[src/sbmq_pkg.sv]
/*
  Constants, register map and timing for the sensor bus master queues.
  Assumes a 100 MHz clk and an APB master with 32-bit data.
*/
// Behaviour
// - response in a frame has the previous command's size class, short or long.
// - result port is independent, 16-bit, read only, reads only result buffer.
// - result buffer holds eight 16-bit words read round robin with wrap.
// - result port skips buffer positions that hold no data.
// - reset forces registers to defaults and clears both port pointers.
// - reset stops sensor bus frames and ignores serial port activity.
// - four transmit slots per channel; pending commands are never overwritten.
// - scheduler starts at lowest pending slot, skips empty ones, wraps, polls.
// - four receive slots per channel hold data and status until read.
// - response goes to the receive slot matching the launching transmit slot.
// - each channel has its own generator appending check bits after data.
// - check bits verified on high, low and sum paths; a sum mismatch, or high and low both, sets error bit.
// - error bit is read in the same access as the response data.
// - received check bits are stripped from the data read by the host.
// - check mismatch sets error flag at frame end together with holds flag.
// - check code 0 to 8 bits, programmable, sent right after data LSB.
// - a result buffer position is marked empty after it is read.
package sbmq_pkg;
  localparam int N_CH    = 4;
  localparam int N_SLOT  = 4;
  localparam int N_RES   = 8;
  localparam int CLK_MHZ = 100;
  localparam int BIT_NS  = 5000;
  localparam int GAP_NS  = 10000;
  localparam int BIT_CYC = (BIT_NS * CLK_MHZ) / 1000;
  localparam int GAP_CYC = (GAP_NS * CLK_MHZ + 999) / 1000;
  localparam int ONE_LOW_CYC  = BIT_CYC / 3;
  localparam int ZERO_LOW_CYC = (2 * BIT_CYC) / 3;
  localparam logic [4:0] LONG_LEN = 5'h10;
  localparam int RES_BITS = 16;

  // register map: channel block, group of four slot words, slot
  localparam int ADR_SLOT_LSB = 2;
  localparam int ADR_GRP_LSB  = 4;
  localparam int ADR_CH_LSB   = 6;
  localparam int ADR_TOP_LSB  = 8;
  localparam logic [1:0]  GRP_TX   = 2'h0;
  localparam logic [1:0]  GRP_RX   = 2'h1;
  localparam logic [1:0]  GRP_STAT = 2'h2;
  localparam logic [1:0]  GRP_CFG  = 2'h3;
  localparam logic [3:0]  TOP_CH   = 4'h0;
  localparam logic [3:0]  TOP_RES  = 4'h1;
  localparam int TX_LONG_BIT = 16;
  localparam int ST_LSB      = 16;
  localparam int ST_ERR = 0;
  localparam int ST_TXF = 1;
  localparam int ST_RXH = 2;
  localparam int CF_SW_LSB   = 0;
  localparam int CF_CL_LSB   = 4;
  localparam int CF_POLY_LSB = 8;
  localparam int CF_SEED_LSB = 16;
  localparam int CF_EN_BIT   = 24;
  localparam logic [24:0] CFG_RESET = 25'h000_0141 | 25'h00A_0000;
endpackage

[src/sbmq_chan_if.sv]
/*
  Link between the queue logic and one channel's frame engine.
  Assumes both ends run on the same clk.
*/
interface sbmq_chan_if;
  logic        start;
  logic [15:0] tx_word;
  logic        tx_long;
  logic [1:0]  slot_in;
  logic [3:0]  sw_len;
  logic [3:0]  crc_len;
  logic [7:0]  poly;
  logic [7:0]  seed;
  logic        busy;
  logic        done;
  logic [15:0] rx_word;
  logic        rx_err;
  logic [1:0]  slot_out;
  modport ctrl (output start, tx_word, tx_long, slot_in, sw_len, crc_len,
                output poly, seed,
                input  busy, done, rx_word, rx_err, slot_out);
  modport eng  (input  start, tx_word, tx_long, slot_in, sw_len, crc_len,
                input  poly, seed,
                output busy, done, rx_word, rx_err, slot_out);
endinterface

[src/sbmq_chan_engine.sv]
/*
  One sensor bus channel: frame timing, check code generation and checking.
  Assumes receiver inputs are asynchronous and config is stable per frame.
*/
module sbmq_chan_engine (
  // clock and control
  input  wire logic   clk,
  input  wire logic   rst,
  input  wire logic   ce,
  // queue side
  sbmq_chan_if.eng    lnk,
  // bus side
  output logic        frame_n,
  output logic        data_out,
  input  wire logic   rx_hi,
  input  wire logic   rx_lo,
  input  wire logic   rx_sum
);
  import sbmq_pkg::*;
  typedef enum logic [1:0] {IDLE, LEAD, BITS, GAP} sbmq_eng_e;

  sbmq_eng_e         st_ff;
  logic [10:0]       cyc_ff;
  logic [4:0]        bit_ff;
  logic [15:0]       txsh_ff;
  logic [7:0]        tcrc_ff;
  logic [2:0][7:0]   rcrc_ff;
  logic [2:0]        rbad_ff;
  logic [15:0]       rdat_ff;
  logic [2:0]        s1_ff;
  logic [2:0]        s2_ff;
  logic              cur_long_ff;
  logic              prev_long_ff;
  logic [1:0]        slot_ff;
  logic [4:0]        tx_dlen;
  logic [4:0]        rx_dlen;
  logic [4:0]        tot;
  logic              tbit;
  logic              bit_end;
  logic              post;

  function automatic logic [7:0] crc_step(input logic [7:0] c,
      input logic d, input logic [7:0] p, input logic [3:0] n);
    logic [8:0] m;
    logic       x;
    m = (9'h001 << n) - 9'h001;
    x = (n != 4'h0) ? (c[3'(n - 4'h1)] ^ d) : 1'b0;
    return ((c << 1) ^ (x ? p : 8'h00)) & m[7:0];
  endfunction

  function automatic logic crc_top(input logic [7:0] c, input logic [3:0] n);
    return (n != 4'h0) ? c[3'(n - 4'h1)] : 1'b0;
  endfunction

  assign tx_dlen = cur_long_ff ? LONG_LEN : {1'b0, lnk.sw_len};
  assign rx_dlen = prev_long_ff ? LONG_LEN : {1'b0, lnk.sw_len};
  assign tot     = tx_dlen + {1'b0, lnk.crc_len};
  assign bit_end = (st_ff == BITS) && (cyc_ff == 11'(BIT_CYC - 1));
  // posted one cycle after the last bit, so that bit's check is included
  assign post    = (st_ff == GAP) && (cyc_ff == 11'h000);
  assign tbit = (bit_ff < tx_dlen) ? txsh_ff[15]
                                   : crc_top(tcrc_ff, lnk.crc_len);
  assign lnk.busy = (st_ff != IDLE);
  assign lnk.slot_out = slot_ff;

  always_ff @(posedge clk) begin
    if (rst) begin
      s1_ff <= 3'h0;
      s2_ff <= 3'h0;
    end else if (ce) begin
      s1_ff <= {rx_hi, rx_lo, rx_sum};
      s2_ff <= s1_ff;
    end
  end

  always_ff @(posedge clk) begin
    if (rst) begin
      st_ff <= IDLE;
      cyc_ff <= 11'h000;
      bit_ff <= 5'h00;
      frame_n <= 1'b1;
      data_out <= 1'b1;
      slot_ff <= 2'h0;
      cur_long_ff <= 1'b0;
      prev_long_ff <= 1'b0;
    end else if (ce) begin
      cyc_ff <= cyc_ff + 11'h001;
      case (st_ff)
        IDLE: begin
          cyc_ff <= 11'h000;
          if (lnk.start) begin
            st_ff <= LEAD;
            frame_n <= 1'b0;
            slot_ff <= lnk.slot_in;
            cur_long_ff <= lnk.tx_long;
          end
        end
        LEAD: if (cyc_ff == 11'(BIT_CYC - 1)) begin
          st_ff <= BITS;
          cyc_ff <= 11'h000;
          bit_ff <= 5'h00;
          data_out <= 1'b0;
        end
        BITS: begin
          if (cyc_ff == 11'(tbit ? ONE_LOW_CYC : ZERO_LOW_CYC))
            data_out <= 1'b1;
          if (bit_end) begin
            cyc_ff <= 11'h000;
            bit_ff <= bit_ff + 5'h01;
            if (bit_ff == tot - 5'h01) begin
              st_ff <= GAP;
              frame_n <= 1'b1;
            end else begin
              data_out <= 1'b0;
            end
          end
        end
        GAP: begin
          // reply class moves on only once this frame's result is posted
          if (cyc_ff == 11'h000)
            prev_long_ff <= cur_long_ff;
          if (cyc_ff == 11'(GAP_CYC - 1))
            st_ff <= IDLE;
        end
        default: st_ff <= IDLE;
      endcase
    end
  end

  always_ff @(posedge clk) begin
    if (rst) begin
      txsh_ff <= 16'h0000;
      tcrc_ff <= 8'h00;
    end else if (ce) begin
      if (st_ff == IDLE && lnk.start) begin
        txsh_ff <= lnk.tx_word << (5'(LONG_LEN) - (lnk.tx_long ? LONG_LEN
                   : {1'b0, lnk.sw_len}));
        tcrc_ff <= lnk.seed;
      end else if (bit_end) begin
        if (bit_ff < tx_dlen) begin
          txsh_ff <= txsh_ff << 1;
          tcrc_ff <= crc_step(tcrc_ff, tbit, lnk.poly, lnk.crc_len);
        end else begin
          tcrc_ff <= tcrc_ff << 1;
        end
      end
    end
  end

  always_ff @(posedge clk) begin
    if (rst) begin
      rcrc_ff <= '0;
      rbad_ff <= 3'h0;
      rdat_ff <= 16'h0000;
    end else if (ce) begin
      if (st_ff == LEAD && cyc_ff == 11'h000) begin
        rcrc_ff <= {3{lnk.seed}};
        rbad_ff <= 3'h0;
        rdat_ff <= 16'h0000;
      end else if (bit_end) begin
        for (int p = 0; p < 3; p++) begin
          if (bit_ff < rx_dlen) begin
            rcrc_ff[p] <= crc_step(rcrc_ff[p], s2_ff[p], lnk.poly,
                                   lnk.crc_len);
          end else begin
            if (s2_ff[p] != crc_top(rcrc_ff[p], lnk.crc_len))
              rbad_ff[p] <= 1'b1;
            rcrc_ff[p] <= rcrc_ff[p] << 1;
          end
        end
        if (bit_ff < rx_dlen)
          rdat_ff <= {rdat_ff[14:0], s2_ff[0]};
      end
    end
  end

  always_ff @(posedge clk) begin
    if (rst) begin
      lnk.done <= 1'b0;
      lnk.rx_word <= 16'h0000;
      lnk.rx_err <= 1'b0;
    end else if (ce) begin
      lnk.done <= post;
      if (post) begin
        lnk.rx_word <= rdat_ff;
        // a reply longer than this frame is cut short and fails
        lnk.rx_err <= (rx_dlen + {1'b0, lnk.crc_len} > tot) | rbad_ff[0] |
                      (rbad_ff[1] & rbad_ff[2]);
      end
    end
  end

  a_reset_idle: assert property (@(posedge clk) rst |=> frame_n && !lnk.busy)
    else $error("bus frame not stopped by reset");
  a_frame_start: assert property (@(posedge clk) disable iff (rst)
    ce && st_ff == IDLE && lnk.start |=> !frame_n && st_ff == LEAD)
    else $error("frame did not start");
  a_done_ends: assert property (@(posedge clk) disable iff (rst)
    ce && lnk.done |-> frame_n && st_ff == GAP)
    else $error("result posted outside frame end");
endmodule

[src/sbmq_top.sv]
/*
  Sensor bus master queues: APB registers, transmit and receive slots,
  scheduler, result buffer and read-only result serial port.
  Assumes a zero-wait APB master and asynchronous result port pins.
*/
// The APB interface to the registers and the address map are this design's own decisions.
module sbmq_top (
  // clock and control
  input  wire logic                  clk,
  input  wire logic                  rst,
  input  wire logic                  ce,
  // apb slave
  input  wire logic                  psel,
  input  wire logic                  penable,
  input  wire logic                  pwrite,
  input  wire logic [11:0]           paddr,
  input  wire logic [31:0]           pwdata,
  output logic [31:0]                prdata,
  output logic                       pready,
  output logic                       pslverr,
  // sensor bus channels
  output logic [sbmq_pkg::N_CH-1:0]  frame_n,
  output logic [sbmq_pkg::N_CH-1:0]  data_out,
  input  wire logic [sbmq_pkg::N_CH-1:0] rx_hi,
  input  wire logic [sbmq_pkg::N_CH-1:0] rx_lo,
  input  wire logic [sbmq_pkg::N_CH-1:0] rx_sum,
  // result serial port
  input  wire logic                  res_sclk,
  input  wire logic                  res_csn,
  output logic                       res_miso,
  output logic                       res_miso_oe
);
  import sbmq_pkg::*;

  logic [N_CH-1:0][N_SLOT-1:0][16:0] txw_ff;
  logic [N_CH-1:0][N_SLOT-1:0]       pend_ff;
  logic [N_CH-1:0][N_SLOT-1:0][15:0] rxw_ff;
  logic [N_CH-1:0][N_SLOT-1:0]       rerr_ff;
  logic [N_CH-1:0][N_SLOT-1:0]       rhold_ff;
  logic [N_CH-1:0][24:0]             cfg_ff;
  logic [N_CH-1:0][1:0]              ptr_ff;
  logic [N_CH-1:0]                   start_ff;
  logic [N_CH-1:0][1:0]              sslot_ff;
  logic [N_CH-1:0]                   busy;
  logic [N_CH-1:0]                   done;
  logic [N_CH-1:0][15:0]             rword;
  logic [N_CH-1:0]                   rerr;
  logic [N_CH-1:0][1:0]              rslot;
  logic [15:0]                       res_mem_ff [N_RES];
  logic [N_RES-1:0]                  res_full_ff;
  logic [2:0]                        res_wp_ff;
  logic [2:0]                        res_rp_ff;
  logic [2:0]                        res_cur_ff;
  logic                              res_have_ff;
  logic [15:0]                       res_sh_ff;
  logic [4:0]                        res_cnt_ff;
  logic [2:0]                        sclk_ff;
  logic [2:0]                        csn_ff;
  logic [31:0]                       nxt_prdata;
  logic                              nxt_perr;
  logic                              perr_ff;
  logic [1:0]                        a_ch;
  logic [1:0]                        a_grp;
  logic [1:0]                        a_slot;
  logic                              a_chblk;
  logic                              wr_acc;
  logic                              rd_acc;
  logic                              cs_fall;
  logic                              sclk_rise;
  logic                              sclk_fall;

  // first index at or after start whose bit is set, wrapping at n
  function automatic logic [3:0] pick(input logic [7:0] m,
      input logic [2:0] s, input logic [3:0] n);
    logic [3:0] j;
    logic [3:0] r;
    r = 4'h8;
    for (int k = N_RES - 1; k >= 0; k--) begin
      j = 4'({1'b0, s}) + 4'(k);
      if (j >= n)
        j = j - n;
      if (4'(k) < n && m[j[2:0]])
        r = j;
    end
    return r;
  endfunction

  sbmq_chan_if ch_if [N_CH] ();

  for (genvar g = 0; g < N_CH; g++) begin : g_ch
    assign ch_if[g].start   = start_ff[g];
    assign ch_if[g].tx_word = txw_ff[g][sslot_ff[g]][15:0];
    assign ch_if[g].tx_long = txw_ff[g][sslot_ff[g]][TX_LONG_BIT];
    assign ch_if[g].slot_in = sslot_ff[g];
    assign ch_if[g].sw_len  = cfg_ff[g][CF_SW_LSB +: 4];
    assign ch_if[g].crc_len = cfg_ff[g][CF_CL_LSB +: 4];
    assign ch_if[g].poly    = cfg_ff[g][CF_POLY_LSB +: 8];
    assign ch_if[g].seed    = cfg_ff[g][CF_SEED_LSB +: 8];
    assign busy[g]  = ch_if[g].busy;
    assign done[g]  = ch_if[g].done;
    assign rword[g] = ch_if[g].rx_word;
    assign rerr[g]  = ch_if[g].rx_err;
    assign rslot[g] = ch_if[g].slot_out;
    sbmq_chan_engine u_eng (
      .clk      (clk),
      .rst      (rst),
      .ce       (ce),
      .lnk      (ch_if[g]),
      .frame_n  (frame_n[g]),
      .data_out (data_out[g]),
      .rx_hi    (rx_hi[g]),
      .rx_lo    (rx_lo[g]),
      .rx_sum   (rx_sum[g])
    );
  end

  assign a_ch    = paddr[ADR_CH_LSB +: 2];
  assign a_grp   = paddr[ADR_GRP_LSB +: 2];
  assign a_slot  = paddr[ADR_SLOT_LSB +: 2];
  assign a_chblk = paddr[ADR_TOP_LSB +: 4] == TOP_CH;
  assign wr_acc  = ce && psel && penable && pwrite;
  assign rd_acc  = ce && psel && penable && !pwrite;
  assign pready  = psel && penable;
  assign pslverr = pready && perr_ff;

  // status travels with the response word
  always_comb begin
    nxt_prdata = 32'h0000_0000;
    nxt_perr = 1'b0;
    if (a_chblk) begin
      case (a_grp)
        GRP_TX: begin
          nxt_prdata[16:0] = txw_ff[a_ch][a_slot];
          // a pending slot refuses a write
          nxt_perr = pwrite && pend_ff[a_ch][a_slot];
        end
        GRP_RX, GRP_STAT: begin
          if (a_grp == GRP_RX)
            nxt_prdata[15:0] = rxw_ff[a_ch][a_slot];
          nxt_prdata[ST_LSB + ST_ERR] = rerr_ff[a_ch][a_slot];
          nxt_prdata[ST_LSB + ST_TXF] = !pend_ff[a_ch][a_slot];
          nxt_prdata[ST_LSB + ST_RXH] = rhold_ff[a_ch][a_slot];
          nxt_perr = pwrite;
        end
        GRP_CFG: begin
          nxt_prdata[24:0] = cfg_ff[a_ch];
          nxt_perr = a_slot != 2'h0;
        end
        default: nxt_perr = 1'b1;
      endcase
    end else if (paddr[ADR_TOP_LSB +: 4] == TOP_RES && paddr[7:0] == 8'h00) begin
      nxt_prdata[N_RES-1:0] = res_full_ff;
      nxt_perr = pwrite;
    end else begin
      nxt_perr = 1'b1;
    end
  end

  always_ff @(posedge clk) begin
    if (rst) begin
      prdata <= 32'h0000_0000;
      perr_ff <= 1'b0;
    end else if (ce && psel && !penable) begin
      prdata <= nxt_prdata;
      perr_ff <= nxt_perr;
    end
  end

  always_ff @(posedge clk) begin
    if (rst)
      cfg_ff <= {N_CH{CFG_RESET}};
    else if (wr_acc && !perr_ff && a_chblk && a_grp == GRP_CFG)
      cfg_ff[a_ch] <= pwdata[24:0];
  end

  // lowest pending first, then onward with wrap
  always_ff @(posedge clk) begin
    if (rst) begin
      txw_ff <= '0;
      pend_ff <= '0;
      ptr_ff <= '0;
      start_ff <= '0;
      sslot_ff <= '0;
    end else if (ce) begin
      for (int c = 0; c < N_CH; c++) begin
        logic [3:0] s;
        s = pick({4'h0, pend_ff[c]}, {1'b0, ptr_ff[c]}, 4'(N_SLOT));
        start_ff[c] <= 1'b0;
        if (!busy[c] && !start_ff[c] && cfg_ff[c][CF_EN_BIT] && !s[3]) begin
          start_ff[c] <= 1'b1;
          sslot_ff[c] <= s[1:0];
          pend_ff[c][s[1:0]] <= 1'b0;
          ptr_ff[c] <= s[1:0] + 2'h1;
        end
      end
      // only a free slot takes new command bytes
      if (wr_acc && !perr_ff && a_chblk && a_grp == GRP_TX) begin
        txw_ff[a_ch][a_slot] <= pwdata[16:0];
        pend_ff[a_ch][a_slot] <= 1'b1;
      end
    end
  end

  always_ff @(posedge clk) begin
    if (rst) begin
      rxw_ff <= '0;
      rerr_ff <= '0;
      rhold_ff <= '0;
    end else if (ce) begin
      if (rd_acc && !perr_ff && a_chblk && a_grp == GRP_RX)
        rhold_ff[a_ch][a_slot] <= 1'b0;
      // stored at the launching slot index
      for (int c = 0; c < N_CH; c++) begin
        if (done[c]) begin
          rxw_ff[c][rslot[c]] <= rword[c];
          // error and holds flag set together
          rerr_ff[c][rslot[c]] <= rerr[c];
          rhold_ff[c][rslot[c]] <= 1'b1;
        end
      end
    end
  end

  // pins synchronised; the port has no serial input
  always_ff @(posedge clk) begin
    if (rst) begin
      sclk_ff <= 3'h0;
      csn_ff <= 3'h7;
    end else if (ce) begin
      sclk_ff <= {sclk_ff[1:0], res_sclk};
      csn_ff <= {csn_ff[1:0], res_csn};
    end
  end
  assign cs_fall   = csn_ff[2] && !csn_ff[1];
  assign sclk_rise = !csn_ff[1] && !sclk_ff[2] && sclk_ff[1];
  assign sclk_fall = !csn_ff[1] && sclk_ff[2] && !sclk_ff[1];
  assign res_miso    = res_sh_ff[15];
  assign res_miso_oe = !csn_ff[1];

  always_ff @(posedge clk) begin
    if (rst) begin
      res_full_ff <= '0;
      res_wp_ff <= 3'h0;
      for (int i = 0; i < N_RES; i++)
        res_mem_ff[i] <= 16'h0000;
    end else if (ce) begin
      logic [2:0] wp;
      wp = res_wp_ff;
      if (sclk_rise && res_cnt_ff == 5'(RES_BITS - 1) && res_have_ff)
        res_full_ff[res_cur_ff] <= 1'b0;
      // all channels finishing together each get a position
      for (int c = 0; c < N_CH; c++) begin
        if (done[c]) begin
          res_mem_ff[wp] <= {2'(c), rerr[c] ? 14'h0000 : rword[c][13:0]};
          res_full_ff[wp] <= 1'b1;
          wp = wp + 3'h1;
        end
      end
      res_wp_ff <= wp;
    end
  end

  always_ff @(posedge clk) begin
    if (rst) begin
      res_rp_ff <= 3'h0;
      res_cur_ff <= 3'h0;
      res_have_ff <= 1'b0;
      res_sh_ff <= 16'h0000;
      res_cnt_ff <= 5'h00;
    end else if (ce) begin
      logic [3:0] s;
      s = pick(res_full_ff, res_rp_ff, 4'(N_RES));
      if (cs_fall) begin
        res_cnt_ff <= 5'h00;
        res_have_ff <= !s[3];
        res_cur_ff <= s[2:0];
        res_sh_ff <= s[3] ? 16'h0000 : res_mem_ff[s[2:0]];
      end else begin
        if (sclk_fall && res_cnt_ff != 5'h00)
          res_sh_ff <= res_sh_ff << 1;
        if (sclk_rise && res_cnt_ff != 5'(RES_BITS)) begin
          res_cnt_ff <= res_cnt_ff + 5'h01;
          if (res_cnt_ff == 5'(RES_BITS - 1) && res_have_ff)
            res_rp_ff <= res_cur_ff + 3'h1;
        end
      end
    end
  end

  a_tx_no_overwrite: assert property (@(posedge clk) disable iff (rst)
    psel && !penable && pwrite && a_chblk && a_grp == GRP_TX &&
    pend_ff[a_ch][a_slot] |=> pslverr)
    else $error("write into pending slot not refused");
  a_launch_frees: assert property (@(posedge clk) disable iff (rst)
    start_ff[0] |-> !pend_ff[0][sslot_ff[0]] ##1 busy[0])
    else $error("launched slot still pending");
  a_sched_order: assert property (@(posedge clk) disable iff (rst)
    ce && !busy[0] && !start_ff[0] && cfg_ff[0][CF_EN_BIT] &&
    pend_ff[0][ptr_ff[0]] |=> start_ff[0] && sslot_ff[0] == $past(ptr_ff[0]))
    else $error("scheduler skipped a pending slot");
  a_rx_slot: assert property (@(posedge clk) disable iff (rst)
    ce && done[0] |=> rhold_ff[0][$past(rslot[0])] &&
    rxw_ff[0][$past(rslot[0])] == $past(rword[0]))
    else $error("reply stored in wrong slot");
  a_res_empty: assert property (@(posedge clk) disable iff (rst)
    ce && sclk_rise && res_cnt_ff == 5'(RES_BITS - 1) && res_have_ff &&
    done == '0 |=> !res_full_ff[$past(res_cur_ff)])
    else $error("read result position not emptied");
  a_reset_ptrs: assert property (@(posedge clk)
    rst |=> res_rp_ff == 3'h0 && res_wp_ff == 3'h0 && ptr_ff == '0)
    else $error("pointers not cleared by reset");
endmodule

[config.mk]
export PLATFORM = sky130hd
export DESIGN_NAME = sbmq_top
export DESIGN_NICKNAME = d
export VERILOG_FILES = /design/src/sbmq_pkg.sv /design/src/sbmq_chan_if.sv /design/src/sbmq_chan_engine.sv /design/src/sbmq_top.sv
export SDC_FILE = /design/constraint.sdc
export NUM_CORES = 2
export LEC_CHECK = 0
export ABC_AREA = 1
export BUFFER_PORTS_ARGS = -buffer_cell sky130_fd_sc_hd__buf_2
export CAP_MARGIN = 20
export CORE_AREA = 2 2 412 516
export CTS_BUF_LIST = sky130_fd_sc_hd__clkbuf_16
export DETAILED_ROUTE_END_ITERATION = 10
export DIE_AREA = 0 0 414 518
export PLACE_DENSITY_LB_ADDON = 0.3
export SLEW_MARGIN = 30
export SYNTH_ARGS = -nofsm -noshare
export SYNTH_HDL_FRONTEND = slang
export SYNTH_SLANG_ARGS = --single-unit
[constraint.sdc]
create_clock -name clk -period 3.27 [get_ports clk]
set_clock_uncertainty 0.15 [all_clocks]
set_input_delay 0.1635 -clock clk [delete_from_list [all_inputs] [get_ports clk]]
set_output_delay 0.1635 -clock clk [all_outputs]
set_load 0.01 [all_outputs]
==> results.md <==
* Vias per std cell at 5.65
* Worst hold slack at 0.0621 ns
* Initial Util at 34.9%
* Tot Pwr at 37900 µW
* Worst Tran Pin Value at 1.06 ns
* Hold Crit Class: in -> reg
* Vias in the first global route at 70926
* Die extent in x at 414 µm
* Iter 0 DRT Violations at 8000
* Met2 Usage GRT at 45.7%
* CTS tree: done
* Endpoints failing setup at 0
* Slew HR at 28.3%
* Max cap viols at 0
* Post-place setup slack at 0.131 ns
* Library cells used by synthesis at 64
* Register Area at 0.0283 mm²
* Fin crit period at 3.16 ns
* Final hold violation count at 0
* Final WL at 308000 µm
* Residual DRC at 0
* Final core utilization at 40.1%
* DRT Pass-1 Iters at 7
* Most frequent cells in the layout: nand2_1 (1555), o21ai_0 (1483), a21oi_1 (1430)
* Vias at 75562
* Synthesized area per cell at 7.01 µm²
* Count of input and output buffers at 93
* VDD IR max at 0.000592 V
* Worst EP arrival at 3.73 ns
* CTS H-tree depth at 4
* Initial antenna violation count at 22
* Synth async-reset ratio at 0%
* Worst setup EP type: flip-flop
* Leak at 0.0327 µW
* Layout cell share with drive strength beyond 1 at 8.49%
* Instance count of the mapped netlist at 10423
* Maximum clock path buffer count at 3
* WS Path Type: in -> reg
* Worst skew pair latency at 0.84 ns
* Period utilization at 96.5%
* Post-Synthesis Cell Area at 0.0730 mm²
* Pwr dens at 451 mW/mm²
* Clk sinks at 1355
* GR peak layer: met2
* Post-DP Area at 0.0780 mm²
* Die Y at 518 µm
* Achievable Freq at 317 MHz
* Final instance area at 0.0840 mm²
* # IOs at 108
* Worst Reg-to-Reg Cells at 16
* Post-synth EDFFs at 112
* Tot GR Track Use at 27.4%
* Seq/Total Area, Yosys at 38.7%
* Routing usage on met3 at 4.14%
* Layout fillers at 21748
* Clock Tree Root: clkbuf_16
* Synth warn at 0
* Area of the multi-input gates at 0.0378 mm²
* Setup WS post-layout at 0.113 ns
* Total core area at 0.209 mm²
* Commonest non-fill, non-tap cell in the layout: nand2_1
* RSZ-0062 raised after global routing: yes
* Crit start category: input pin
* Row count at 188
* Met1 GRT Util at 31.9%
* First-pass GRT wire length at 452000 µm
* Hold path cells at 7
* Nets at 10757
* DP HPWL at 225000 µm
* Slew Limit Fails at 0
* Area Overhead vs Synth at 15.0%
* CTS buffer count at 153
* Clock slew at reported path FFs at 0.07 ns
* Critical Path RT at 3.84 ns
* Largest net degree at the start of global routing at 163
* Post-DR wirelength/cell at 23.0 µm
* Remaining antenna violation count at 0
* Total gr overflow at 0
* Die ar. at 0.214 mm²
* Post-synthesis register bit count at 1355
* Status: finished, final reports clean
* Gpl congestion at 0.981
* Worst Path Max Fanout at 10
* Ys flop type: dfxtp_1
==> metal layers <==
layer / part of all wire [%] / vias to the layer above
met3: 6.5 / 933
met2: 46 / 3311
met5: 0.015 / -
met1: 39 / 35521
met4: 8.6 / 6
li1: - / 35791
==> critical path: stages <==
cell and delay [ns]:
dlygate4sd3_1 0.64, buf_2 0.18, nor2_1 0.06, inv_1 0.36, buf_4 0.29, a21oi_1 0.06, o31ai_1 0.66, a31oi_1 0.15
o21ai_0 0.25, buf_4 0.25, a31oi_1 0.08, dlygate4sd3_1 0.58
==> final timing paths <==
kind                                                            start                                     to  slack, ns
worst max register to register              res_wp_ff[0]$_SDFFE_PP0P_            res_mem_ff[2][10]$_DFFE_PP_       0.14
worst min register to register  g_ch[0].u_eng.rbad_ff[0]$_SDFFE_PP0P_  g_ch[0].u_eng.rbad_ff[0]$_SDFFE_PP0P_       0.30
worst min-delay path                                         paddr[9]                 prdata[3]$_SDFFE_PP0P_       0.06
worst max-delay path                                         paddr[3]                 prdata[5]$_SDFFE_PP0P_       0.11
==> cells by family (layout without fill, tap and decap cells) <==
family          Yosys count  count (layout)  synth area share, %
simple gates           3087            3087                 17.7
compound gates         3779            3779                 28.5
xor+xnor                117             117                 1.44
fa+ha+maj               199             199                 3.49
buf+inv                1869            2060                 9.92
flops                  1355            1355                 38.7
mux                      16              16                0.219
other cells               1              15              0.00513
==> synthesized netlist by cell type, types with 16 or more instances <==
| cell type | count | area (µm²) |
|---|---|---|
| nand2_1 | 1563 | 5870 |
| o21ai_0 | 1490 | 7460 |
| a21oi_1 | 1430 | 7160 |
| dfxtp_1 | 1243 | 24900 |
| inv_1 | 1162 | 4360 |
| nor2_1 | 732 | 2750 |
| clkbuf_1 | 501 | 1880 |
| nand3_1 | 500 | 2500 |
| o22ai_1 | 229 | 1430 |
| a22oi_1 | 225 | 1690 |
| ha_1 | 191 | 2390 |
| edfxtp_1 | 112 | 3360 |
| nand4_1 | 93 | 582 |
| nor3_1 | 86 | 430 |
| o211ai_1 | 85 | 638 |
| xor2_1 | 73 | 639 |
| buf_2 | 67 | 335 |
| a211oi_1 | 53 | 398 |
| a31oi_1 | 48 | 300 |
| o221ai_1 | 46 | 403 |
| buf_1 | 45 | 169 |
| inv_2 | 45 | 169 |
| xnor2_1 | 40 | 350 |
| a221oi_1 | 37 | 324 |
| buf_4 | 30 | 225 |
| o21ai_1 | 29 | 145 |
| o21bai_1 | 23 | 173 |
| a32oi_1 | 21 | 184 |
| nand3b_1 | 21 | 158 |
| or2_2 | 20 | 125 |
| mux2i_1 | 16 | 160 |
| nor4_1 | 16 | 100 |
==> area by class of cell <==
cell class	instances	share of cell area [%]
Antenna cell	8	0.0238
Clock buffer	157	4.68
Clock inverter	124	1.42
Inverter	1222	5.49
Multi-Input combinational cell	7205	45.0
Sequential cell	1355	33.6
Tap cell	2755	4.10
Timing Repair Buffer	557	5.62
==> where the power goes <==
part	switching, µW	leakage (µW)	total, µW	internal, µW
sequential	161	0.0112	17100	16900
clock	7950	0.00259	17800	9900
combinational	2080	0.0189	2940	858
==> registers in the layout (all words and copies together), names as in the netlist, 12 cells and up <==
| signal | count |
|---|---|
| cfg_ff | 100 |
| g_ch.u_eng.bit_ff | 20 |
| g_ch.u_eng.cyc_ff | 44 |
| g_ch.u_eng.lnk.rx_word | 64 |
| g_ch.u_eng.rbad_ff | 12 |
| g_ch.u_eng.rcrc_ff | 96 |
| g_ch.u_eng.rdat_ff | 64 |
| g_ch.u_eng.s1_ff | 12 |
| g_ch.u_eng.s2_ff | 12 |
| g_ch.u_eng.tcrc_ff | 32 |
| g_ch.u_eng.txsh_ff | 64 |
| pend_ff | 16 |
| prdata | 25 |
| rerr_ff | 16 |
| res_mem_ff | 128 |
| res_sh_ff | 16 |
| rhold_ff | 16 |
| rxw_ff | 256 |
| txw_ff | 272 |
==> per-stage QoR <==
stage,TNS (ns),std cells
2_1_floorplan,0,10429
3_3_place_gp,0,13024
3_5_place_dp,0,13024
4_1_cts,0,13373
5_1_grt,-0.0244,13380
6_report,0,13383
==> timing repair <==
action,in CTS,in global routing
buffers inserted,0,1
hold buffers,68,0
gates resized for setup,0,41
endpoints found under the hold margin,523,0
endpoints found under the setup margin,0,104
Note: power is estimated with default switching activity, not from simulation.
